File: config.mk
export PLATFORM = sky130hd
export DESIGN_NAME = sem_mux
export DESIGN_NICKNAME = d
export VERILOG_FILES = /design/src/sem_pkg.sv /design/src/sem_buf2.sv /design/src/sem_mux.sv
export SDC_FILE = /design/constraint.sdc
export NUM_CORES = 1
export LEC_CHECK = 0
export ABC_AREA = 1
export BUFFER_PORTS_ARGS = -buffer_cell sky130_fd_sc_hd__buf_4
export CAP_MARGIN = 30
export CORE_AREA = 2 2 164 166
export DETAILED_ROUTE_END_ITERATION = 8
export DIE_AREA = 0 0 166 168
export PLACE_DENSITY = 0.84
export SLEW_MARGIN = 20
export SYNTH_ARGS = -nofsm -noshare
export SYNTH_HDL_FRONTEND = slang
export SYNTH_SLANG_ARGS = --single-unit
File: constraint.sdc
create_clock -name mclk -period 8 [get_ports mclk]
set_input_delay 0.4 -clock mclk [delete_from_list [all_inputs] [get_ports mclk]]
set_output_delay 0.4 -clock mclk [all_outputs]
set_load 0.02 [all_outputs]
File: src/sem_pkg.sv
// Shared constants of the singles event multiplexer.
package sem_pkg;
   localparam int N_CH = 16;
   localparam int MAX_FWD = 4;
   localparam int DW = 16;
   localparam int N_BRD = 8;
   localparam int CTL_W = 4;
   localparam int PROG_W = 4;
   localparam int USER_W = 8;
   localparam int PEER_W = 16;
   localparam int CNT_W = 5;
   localparam int PTR_W = 4;
   localparam int TAKEN_W = 3;
   localparam int SLOT_IDX_W = 2;
   // Positions in the synchroniser vector.
   localparam int SY_LCLK = 0;
   localparam int SY_SLICE = 1;
   localparam int SY_RDY = 2;
   localparam int SY_COINC = 3;
   localparam int SY_PEER_LSB = 4;
   localparam int SYNC_W = SY_PEER_LSB + PEER_W;
   // Diagnostic word layout: tag, peer frame count, own frame count.
   localparam logic [3:0] DIAG_TAG = 4'hD;
   localparam int DIAG_TAG_LSB = 12;
   localparam int DIAG_PEER_LSB = 5;
   localparam int DIAG_OWN_LSB = 0;
endpackage : sem_pkg

File: src/sem_buf2.sv
// Two-entry valid/ready buffer in the event path.
`timescale 1ns/100ps
module sem_buf2 #(
   parameter int W = 16
) (
   // Clock and reset
   input wire logic mclk,
   input wire logic rst,
   // Fill side
   input wire logic in_valid,
   input wire logic [W-1:0] in_data,
   output logic in_ready,
   // Drain side
   output logic out_valid,
   output logic [W-1:0] out_data,
   input wire logic out_ready
);
   typedef struct packed {
      logic [1:0] cnt;
      logic [W-1:0] d0;
      logic [W-1:0] d1;
   } sem_buf_state_t;

   sem_buf_state_t q;
   sem_buf_state_t n;
   logic push;
   logic pop;

   assign in_ready = (q.cnt != 2'h2);
   assign out_valid = (q.cnt != 2'h0);
   assign out_data = q.d0;
   assign push = in_valid && in_ready;
   assign pop = out_valid && out_ready;

   always_comb
   begin
      n = q;
      unique case ({push, pop})
         2'b10:
         begin
            if (q.cnt == 2'h0)
               n.d0 = in_data;
            else
               n.d1 = in_data;
            n.cnt = q.cnt + 2'h1;
         end
         2'b01:
         begin
            n.d0 = q.d1;
            n.cnt = q.cnt - 2'h1;
         end
         2'b11:
         begin
            // With two entries a push cannot occur, so cnt is one here.
            n.d0 = in_data;
         end
         2'b00:
         begin
            n = q;
         end
      endcase
   end

   always_ff @(posedge mclk)
   begin
      if (rst)
         q <= '0;
      else
         q <= n;
   end
endmodule : sem_buf2

File: src/sem_mux.sv
// Front-end singles event multiplexer with command fan-out and diagnostics.
`timescale 1ns/100ps
module sem_mux #(
   parameter int N_CH = sem_pkg::N_CH,
   parameter int DW = sem_pkg::DW,
   parameter int MAX_FWD = sem_pkg::MAX_FWD,
   parameter int N_BRD = sem_pkg::N_BRD
) (
   // Clock and reset
   input wire logic mclk,
   input wire logic rst,
   // Events from detector boards
   input wire logic [N_CH-1:0] ev_valid,
   input wire logic [N_CH*DW-1:0] ev_data,
   // Board control fan-out and reply fan-in
   output logic [N_BRD*sem_pkg::CTL_W-1:0] ctl_to_board,
   output logic [N_BRD*sem_pkg::PROG_W-1:0] prog_to_board,
   input wire logic [N_BRD-1:0] reply_from_board,
   input wire logic [N_BRD-1:0] reply_mask,
   // Link to the main controller
   input wire logic link_clk_in,
   input wire logic slice_in,
   input wire logic [sem_pkg::CTL_W-1:0] ctl_from_main,
   input wire logic [sem_pkg::PROG_W-1:0] prog_from_main,
   input wire logic link_ready,
   output logic link_valid,
   output logic [DW-1:0] link_data,
   output logic link_clk_out,
   output logic slice_out,
   output logic [sem_pkg::USER_W-1:0] user_to_main,
   output logic reply_to_main,
   // Peer multiplexer link
   input wire logic [sem_pkg::PEER_W-1:0] peer_in,
   output logic [sem_pkg::PEER_W-1:0] peer_out,
   // Diagnostics and clock source
   input wire logic diag_en,
   input wire logic coinc_present,
   output logic clk_src_sel
);
   typedef struct packed {
      logic [sem_pkg::SYNC_W-1:0] s1;
      logic [sem_pkg::SYNC_W-1:0] s2;
      logic lclk_d;
      logic slice_d;
      logic [sem_pkg::PTR_W-1:0] start_ptr;
      logic [sem_pkg::CNT_W-1:0] frame_acc;
      logic [sem_pkg::TAKEN_W-1:0] taken;
      logic [MAX_FWD-1:0][DW-1:0] slot;
      logic [sem_pkg::SLOT_IDX_W-1:0] wr;
      logic [sem_pkg::SLOT_IDX_W-1:0] rd;
      logic [sem_pkg::TAKEN_W-1:0] used;
      logic diag_pend;
      logic [DW-1:0] diag_word;
      logic link_valid;
      logic [DW-1:0] link_data;
      logic link_clk_out;
      logic slice_out;
      logic [sem_pkg::USER_W-1:0] user;
      logic reply;
      logic [sem_pkg::PEER_W-1:0] peer_out;
      logic clk_src_sel;
      logic [N_BRD*sem_pkg::CTL_W-1:0] ctl;
      logic [N_BRD*sem_pkg::PROG_W-1:0] prog;
   } sem_state_t;

   sem_state_t q;
   sem_state_t n;
   logic [sem_pkg::SYNC_W-1:0] sync_in;
   logic lclk_rise;
   logic slice_rise;
   logic [sem_pkg::PTR_W:0] pick;
   logic accept;
   logic buf_in_valid;
   logic [DW-1:0] buf_in_data;
   logic buf_in_ready;
   logic buf_out_valid;
   logic [DW-1:0] buf_out_data;
   logic buf_out_ready;
   logic [N_BRD*sem_pkg::CTL_W-1:0] ctl_fan;
   logic [N_BRD*sem_pkg::PROG_W-1:0] prog_fan;
   logic [sem_pkg::CNT_W:0] arrivals;

   // Returns {found, index} of the first set bit at or after start, wrapping.
   function automatic logic [sem_pkg::PTR_W:0] first_from(input logic [N_CH-1:0] vec,
                                                          input logic [sem_pkg::PTR_W-1:0] start);
      logic [sem_pkg::PTR_W:0] r;
      int k;
      r = '0;
      for (int i = 0; i < N_CH; i++)
      begin
         k = (int'(start) + i) % N_CH;
         if (!r[sem_pkg::PTR_W] && vec[k])
            r = {1'b1, sem_pkg::PTR_W'(k)};
      end
      return r;
   endfunction : first_from

   function automatic logic [sem_pkg::CNT_W-1:0] ones(input logic [N_CH-1:0] vec);
      logic [sem_pkg::CNT_W-1:0] c;
      c = '0;
      for (int i = 0; i < N_CH; i++)
         c = c + sem_pkg::CNT_W'(vec[i]);
      return c;
   endfunction : ones

   assign sync_in = {peer_in, coinc_present, link_ready, slice_in, link_clk_in};
   assign lclk_rise = q.s2[sem_pkg::SY_LCLK] && !q.lclk_d;
   assign slice_rise = q.s2[sem_pkg::SY_SLICE] && !q.slice_d;
   assign pick = first_from(ev_valid, q.start_ptr);
   // One event per cycle from the rotating start; simultaneous others are the surplus.
   assign accept = pick[sem_pkg::PTR_W] && !slice_rise && (q.taken < sem_pkg::TAKEN_W'(MAX_FWD))
                   && (q.used < sem_pkg::TAKEN_W'(MAX_FWD));
   // Diagnostic words take priority so the rate reaches the stream promptly.
   assign buf_in_valid = q.diag_pend || (q.used != '0);
   assign buf_in_data = q.diag_pend ? q.diag_word : q.slot[q.rd];
   // The link moves one word per rising link clock edge and only while main is ready.
   assign buf_out_ready = lclk_rise && q.s2[sem_pkg::SY_RDY];
   // One bit wider, so that a full frame count plus a full burst cannot wrap below the ceiling.
   assign arrivals = {1'b0, q.frame_acc} + {1'b0, ones(ev_valid)};

   generate
      for (genvar b = 0; b < N_BRD; b++)
      begin : g_board
         assign ctl_fan[b*sem_pkg::CTL_W +: sem_pkg::CTL_W] = ctl_from_main;
         assign prog_fan[b*sem_pkg::PROG_W +: sem_pkg::PROG_W] = prog_from_main;
      end
   endgenerate

   sem_buf2 #(
      .W(DW)
   ) u_buf (
      .mclk(mclk),
      .rst(rst),
      .in_valid(buf_in_valid),
      .in_data(buf_in_data),
      .in_ready(buf_in_ready),
      .out_valid(buf_out_valid),
      .out_data(buf_out_data),
      .out_ready(buf_out_ready)
   );

   always_comb
   begin
      n = q;
      n.s1 = sync_in;
      n.s2 = q.s1;
      n.lclk_d = q.s2[sem_pkg::SY_LCLK];
      n.slice_d = q.s2[sem_pkg::SY_SLICE];
      n.link_clk_out = q.s2[sem_pkg::SY_LCLK];
      n.slice_out = slice_rise;
      n.clk_src_sel = q.s2[sem_pkg::SY_COINC];
      n.ctl = ctl_fan;
      n.prog = prog_fan;
      n.reply = |(reply_from_board & reply_mask);
      n.user = {q.start_ptr, 1'b0, q.taken};
      if (slice_rise)
      begin
         n.frame_acc = '0;
         n.taken = '0;
         n.start_ptr = q.start_ptr + sem_pkg::PTR_W'(1);
         n.peer_out = sem_pkg::PEER_W'(q.frame_acc);
         if (diag_en)
         begin
            n.diag_pend = 1'b1;
            n.diag_word = '0;
            n.diag_word[sem_pkg::DIAG_TAG_LSB +: $bits(sem_pkg::DIAG_TAG)] = sem_pkg::DIAG_TAG;
            n.diag_word[sem_pkg::DIAG_PEER_LSB +: sem_pkg::CNT_W] =
               q.s2[sem_pkg::SY_PEER_LSB +: sem_pkg::CNT_W];
            n.diag_word[sem_pkg::DIAG_OWN_LSB +: sem_pkg::CNT_W] = q.frame_acc;
         end
      end
      else
      begin
         // Counts arrivals, saturating at the channel count N_CH.
         if (arrivals > (sem_pkg::CNT_W + 1)'(N_CH))
            n.frame_acc = sem_pkg::CNT_W'(N_CH);
         else
            n.frame_acc = arrivals[sem_pkg::CNT_W-1:0];
         if (accept)
            n.taken = q.taken + sem_pkg::TAKEN_W'(1);
      end
      if (accept)
      begin
         n.slot[q.wr] = ev_data[pick[sem_pkg::PTR_W-1:0]*DW +: DW];
         n.wr = q.wr + sem_pkg::SLOT_IDX_W'(1);
      end
      if (buf_in_valid && buf_in_ready)
      begin
         // A word queued by a new frame in this very cycle must survive the push of the old one.
         if (q.diag_pend && !(slice_rise && diag_en))
            n.diag_pend = 1'b0;
         else if (!q.diag_pend)
            n.rd = q.rd + sem_pkg::SLOT_IDX_W'(1);
      end
      n.used = q.used + sem_pkg::TAKEN_W'(accept)
               - sem_pkg::TAKEN_W'(buf_in_valid && buf_in_ready && !q.diag_pend);
      if (lclk_rise)
      begin
         n.link_valid = buf_out_valid && buf_out_ready;
         if (buf_out_valid && buf_out_ready)
            n.link_data = buf_out_data;
      end
   end

   always_ff @(posedge mclk)
   begin
      if (rst)
         q <= '0;
      else
         q <= n;
   end

   assign link_valid = q.link_valid;
   assign link_data = q.link_data;
   assign link_clk_out = q.link_clk_out;
   assign slice_out = q.slice_out;
   assign user_to_main = q.user;
   assign reply_to_main = q.reply;
   assign peer_out = q.peer_out;
   assign clk_src_sel = q.clk_src_sel;
   assign ctl_to_board = q.ctl;
   assign prog_to_board = q.prog;
endmodule : sem_mux

After elaboration in Yosys (flattened, before gate mapping):

Cells that the tools add are included.

* add/subtract/negate cells: 39
* magnitude comparators: 22
* equality and inequality tests: 5
* shift-type cells: 1
* muxes and demuxes: 77
* bitwise operators: 20
* reductions and logical operators: 76

Operators by type and width (count)
* indexed part select 256 x 9 -> 16 bit: 1
* < comparator 5 x 6 -> 1 bit (second input constant): 15
* 2-to-1 mux 5 bit: 17
* binary-select mux 1 bit (select 4 bit): 16
* bitwise mux 64 bit: 1
* 2-to-1 mux 16 bit: 4
* OR reduction 4 bit: 15
* adder 5 x 1 -> 5 bit: 11
* case mux 16 bit (3 select lines): 1
* 2-to-1 mux 17 bit: 2
* 2-to-1 mux 1 bit: 33
* adder 4 bit (second input constant): 8
* binary-select mux 16 bit (select 2 bit): 1
* demux 16 bit (select 2 bit): 1
* logical AND 1 bit: 27
* logical NOT 1 bit: 20
* adder 4 x 3 -> 4 bit (second input constant): 4
* bitwise AND 1 bit (first input constant): 15
* adder 4 x 1 -> 4 bit (second input constant): 2
* adder 4 x 2 -> 4 bit (second input constant): 2
* bitwise AND 8 bit: 1
* AND reduction 2 bit: 4
* OR reduction 8 bit: 1
* adder 2 x 1 -> 2 bit (second input constant): 3
* other kinds (27): 35

* register bits: 246
* input port bits: 319
* output and inout bits: 109

Depth between registers and ports, before layout:

* word-level depth: 55
* gate-level depth with buffers: 31
* depth with buffers taken out: 27

Cells and area by module:

Synthesis repeated with hierarchy kept, for this count alone.

* cell total of the unflattened synthesis: 2280
* area total of the unflattened synthesis: 14094.8 µm²

By module, submodules not included
* sem_mux: times used 1, cells an instance 2016, area each 12313.1 µm², sequential area each 3103.0 µm²
* sem_buf2: times used 1, cells an instance 264, area each 1781.7 µm², sequential area each 680.7 µm²

Least setup slack after synthesis:

OpenSTA, ideal clock, no wires.

* kind: input-to-reg
* from: input ev_valid[0]
* to: register q[200] in the netlist's numbering
* library setup time: 125 ps
* data arrival time: 3927 ps
* path slack: 3947 ps
* cell stages on the path: 13
* path through: fa_1 -> inv_1 -> fa_1 -> fa_1 -> fa_1 -> inv_1 -> fa_1 -> fa_1 -> a21oi_1 -> o21ai_0 -> xnor2_1 -> o211ai_1 -> nor2_1

* word-level cells in the longest chain between the ends: 18

Ends and longest elaborated chain
* start: declaration: line sem_mux.sv:13 `input wire logic [N_CH-1:0] ev_valid,`
* adder 1 x 1 -> 2 bit *: line sem_mux.sv:102 `c = c + sem_pkg::CNT_W'(vec[i]);`
* adder 2 x 1 -> 3 bit *: line sem_mux.sv:102
* adder 3 x 1 -> 4 bit *: line sem_mux.sv:102
* adder 4 x 1 -> 5 bit *: line sem_mux.sv:102
* adder 5 x 1 -> 5 bit * (11 in a row): line sem_mux.sv:102
* adder 5 x 5 -> 6 bit *: line sem_mux.sv:119 `assign arrivals = {1'b0, q.frame_acc} + {1'b0, ones(ev_valid)};`
* greater-than comparator 6 x 5 -> 1 bit: line sem_mux.sv:175 `if (arrivals > (sem_pkg::CNT_W + 1)'(N_CH))`
* OR reduction 3 bit (no source line)
* end signal: assignment: line sem_mux.sv:210 `q <= n;`
* end: declaration: line sem_mux.sv:66 `sem_state_t q;`

Mark *: on every way between the ends. The rest lies on a longest branch, timed or not.
A chain may end at the register's enable or synchronous reset.

Worst setup path in the final report:

* from: register q, in the netlist n[87]
* to: register q[189] in the netlist's numbering

* word-level cells in the longest chain between the ends: 51

Ends and longest elaborated chain
* adder 4 x 1 -> 4 bit or binary-select mux 1 bit (select 4 bit) (tied branches): line sem_mux.sv:91, sem_mux.sv:92
* binary-select mux 1 bit (select 4 bit) or 2-to-1 mux 1 bit (tied branches): line sem_mux.sv:92 `if (!r[sem_pkg::PTR_W] && vec[k])`
* 2-to-1 mux 1 bit (not written as such) or 2-to-1 mux 5 bit (tied branches): line sem_mux.sv:92
* 2-to-1 mux 1 bit (not written as such) or logical NOT 1 bit (tied branches): line sem_mux.sv:92
* logical AND 1 bit: line sem_mux.sv:92
* 2-to-1 mux 5 bit: line sem_mux.sv:92
* logical NOT 1 bit: line sem_mux.sv:92
* logical AND 1 bit: line sem_mux.sv:92
* [... 33 more ...]
* 2-to-1 mux 5 bit: line sem_mux.sv:92
* logical NOT 1 bit: line sem_mux.sv:92
* logical AND 1 bit: line sem_mux.sv:92
* 2-to-1 mux 5 bit: line sem_mux.sv:92
* logical NOT 1 bit: line sem_mux.sv:92
* logical AND 1 bit: line sem_mux.sv:92
* 2-to-1 mux 5 bit *: line sem_mux.sv:92
* branches (longest 3 deep; another with indexed part select 256 x 9 -> 16 bit)

Every way passes the cells marked *. The select of a mux whose other input is x is not followed.

==> summary.md <==
| Metric | Value |
|---|---|
| Startpoint types | `register` |
| Largest net degree at the start of global routing | `116` |
| Area Overhead vs Synth | `23.0%` |
| IO Count | `about 430` |
| Final Setup Violations | `0` |
| Arr. time, crit path | `around 6 ns` |
| Setup WS post-layout | `2.30 ns` |
| Synthesized cell area | `12900 um2` |
| Die area | `roughly 28000 um2` |
| Worst-path clk slew | `0.07 ns` |
| Detailed-route DRC error count | `0` |
| Setup crit end kind | `register` |
| GR Util All Layers | `0.290` |
| Seq/Total Area, Yosys | `0.293` |
| Ys async rst share | `0` |
| Post-layout min period | `5.70 ns` |
| FF/Latch Area | `3780 um2` |
| H-tree depth | `4` |
| Worst-skew pair later-pin latency | `0.44 ns` |
| Peak VDD IR | `between 0.0002 and 0.00025 V` |
| Status | `finished, final reports clean` |
| GPL Wtd Cong | `0.972` |
| Fin nets | `around 2600` |
| Number of synthesized flops with an enable pin | `0` |
| Distinct cells, synth | `49` |
| Vias | `14260` |
| WL final | `42500 um` |
| CP Data Required Time | `8.31 ns` |
| Share of layout cells above drive strength 1 | `0.232` |
| Post-route ant nets | `0` |
| Power, Total | `4.09 mW` |
| Drt wl/cell | `16.7 um` |
| Hold_buf cts | `0` |
| Initial core utilization | `0.489` |
| Cell Pwr Density | `257 nW/um2` |
| CP peak stage delay | `0.55 ns` |
| Warnings from Yosys | `0` |
| Multi-input logic area | `between 7000 and 8000 um2` |
| Post-CTS setup buffers | `0` |
| Core area | `26400 um2` |
| Initial DRC Count | `1524` |
| Slew headroom | `0.332` |
| Worst path bufs/invs | `5` |
| Worst Tran Pin Value | `1.00 ns` |
| Antenna diodes | `0` |
| Syn Inst Count | `1976` |
| Crit share post-route | `0.713` |
| DR pass1 iterations | `6` |
| DR vias/cell | `5.59` |
| Fmax | `0.175 GHz` |
| Clk sink count | `189` |
| CTS tree | `built` |
| Post-synth top flop | `dfxtp_1` |
| Root Driver | `clkbuf_16` |
| Chip Width | `166 um` |
| Critical R2R Launch | `n[87]` |
| Worst min-delay path class | `in -> reg` |
| HPWL after detailed placement | `around 31000 um` |
| Hold Vio Cnt, Final | `0` |
| Setup TNS | `0 ns` |
| Type of the worst setup path | `reg -> reg` |
| Leak | `7.77 nW` |
| Input/output buffers | `404` |
| Syn Area/Cell | `6.53 um2` |
| Fill cells | `approximately 2400` |
| Yosys reg bits | `189` |
| Initial antenna violation count | `0` |
| Worst Skew | `0.0108 ns` |
| CP Max Fanout | `85` |
| First-pass GRT wire length | `approximately 66000 um` |
| Final Max Tran Viols | `0` |
| CTS buffer count | `17` |
| Max_cap viols | `0` |
| CP delay by family, top | `simple AND/OR/NAND/NOR gates` |
| Die Ht | `168 um` |
| Slowest CP cell | `inv_1` |
| Grt total ovfl | `0` |
| CTS resizes | `0` |
| Hold_sp | `link_clk_in` |
| Vias in the first global route | `about 13000` |
| # rows | `60` |
| Setup WS pre-CTS | `2.14 ns` |
| Crit. Startpoint | `n[87]` |
| Clock buffer depth | `2` |
| RSZ-0062 raised after global routing | `false` |
## cell usage after synthesis, types with 6 or more instances
master,number,area [um2]
nor2_2,6,37.5
a21oi_1,109,546
nand2_1,359,1350
o21ai_1,7,35.0
nor2_1,146,548
buf_4,109,818
or2_2,11,68.8
dfxtp_1,189,3780
o21ai_0,166,831
fa_1,13,260
inv_1,152,571
o22ai_1,6,37.5
nand2_2,7,43.8
a31oi_1,16,100
xor2_1,6,52.6
ha_1,24,300
buf_6,10,113
buf_2,55,275
clkbuf_1,60,225
nand3_1,447,2240
o221ai_1,10,87.6
## sequential cells by signal, summed over array words and instances, names as in the netlist, 4 cells and up
signal          count
user_to_main        7
n                  19
u_buf.q            18
q                  95
ctl_to_board        4
u_buf.out_data     16
peer_out            5
link_data          16
prog_to_board       4
## layout by cell type, fill, tap and decap left out, types with 10 or more instances in the layout
cell type    n
a21oi_1    109
a31oi_1     16
buf_4      421
clkbuf_16   17
conb_1      12
dfxtp_1    189
fa_1        13
ha_1        24
inv_1      151
nand2_1    358
nand3_1    447
nor2_1     146
o21ai_0    165
o221ai_1    10
or2_2       11
## power by group
part	total (mW)	switching (mW)	internal [mW]
clock	0.882	0.403	0.479
combinational	1.90	1.21	0.689
sequential	1.31	0.133	1.17
total	4.09	1.74	2.34
## area by class of cell
cell class | count | share of cell area
clock inverter | 15 | 0.0126
tap | 341 | 0.0269
inverter | 162 | 0.0388
multi-input combinational | 1399 | 0.449
timing repair buffer | 427 | 0.207
sequential | 189 | 0.238
clock buffer | 17 | 0.0268
## path summary, 6_finish.rpt
path                 end  slack (ns)  depth (start not counted)
setup / recovery  q[189]        2.30                         27
setup reg to reg  q[189]        2.30                         27
hold reg to reg   q[219]        0.40                          2
hold / removal    n[211]        0.16                          3
## per-layer routing
metal	GRT usage	up-vias	wire length [um]
met5	0	-	0
met4	0.106	0	1420
met3	0.0689	100	3660
met2	0.467	694	19800
met1	0.380	6576	17600
li1	-	6890	-
## worst reg2reg max path: cells and delay by family, from the launching register on
| family | cells | cell delay [ns] |
|---|---|---|
| adder cells (fa/ha/maj) | 1 | 0.55 |
| buffers and inverters | 5 | 1.95 |
| AO/OA/AOI/OAI | 1 | 0.08 |
| AND/OR/NAND/NOR | 20 | 2.72 |
| flip-flops | 1 | 0.30 |
## per-stage QoR
stage,hold WS (ns),cell area [um2],std cells,util
after floorplan,0.388,12900,1987,-
after global placement,0.394,15100,2512,0.574
after detailed placement,0.395,15200,2516,0.577
after CTS,0.151,15800,2548,0.600
after global routing,0.158,15900,2550,0.602
final,0.164,15900,2550,0.602
## logic make-up after synthesis
group | count (synthesis) | share of synthesized area
xor+xnor | 13 | 0.0112
simple gates | 997 | 0.347
other cells | 1 | 0.000291
fa+ha+maj | 37 | 0.0435
buf+inv | 399 | 0.160
compound gates | 340 | 0.145
flops | 189 | 0.293
No activity file was read; power rests on OpenSTA's default activity.
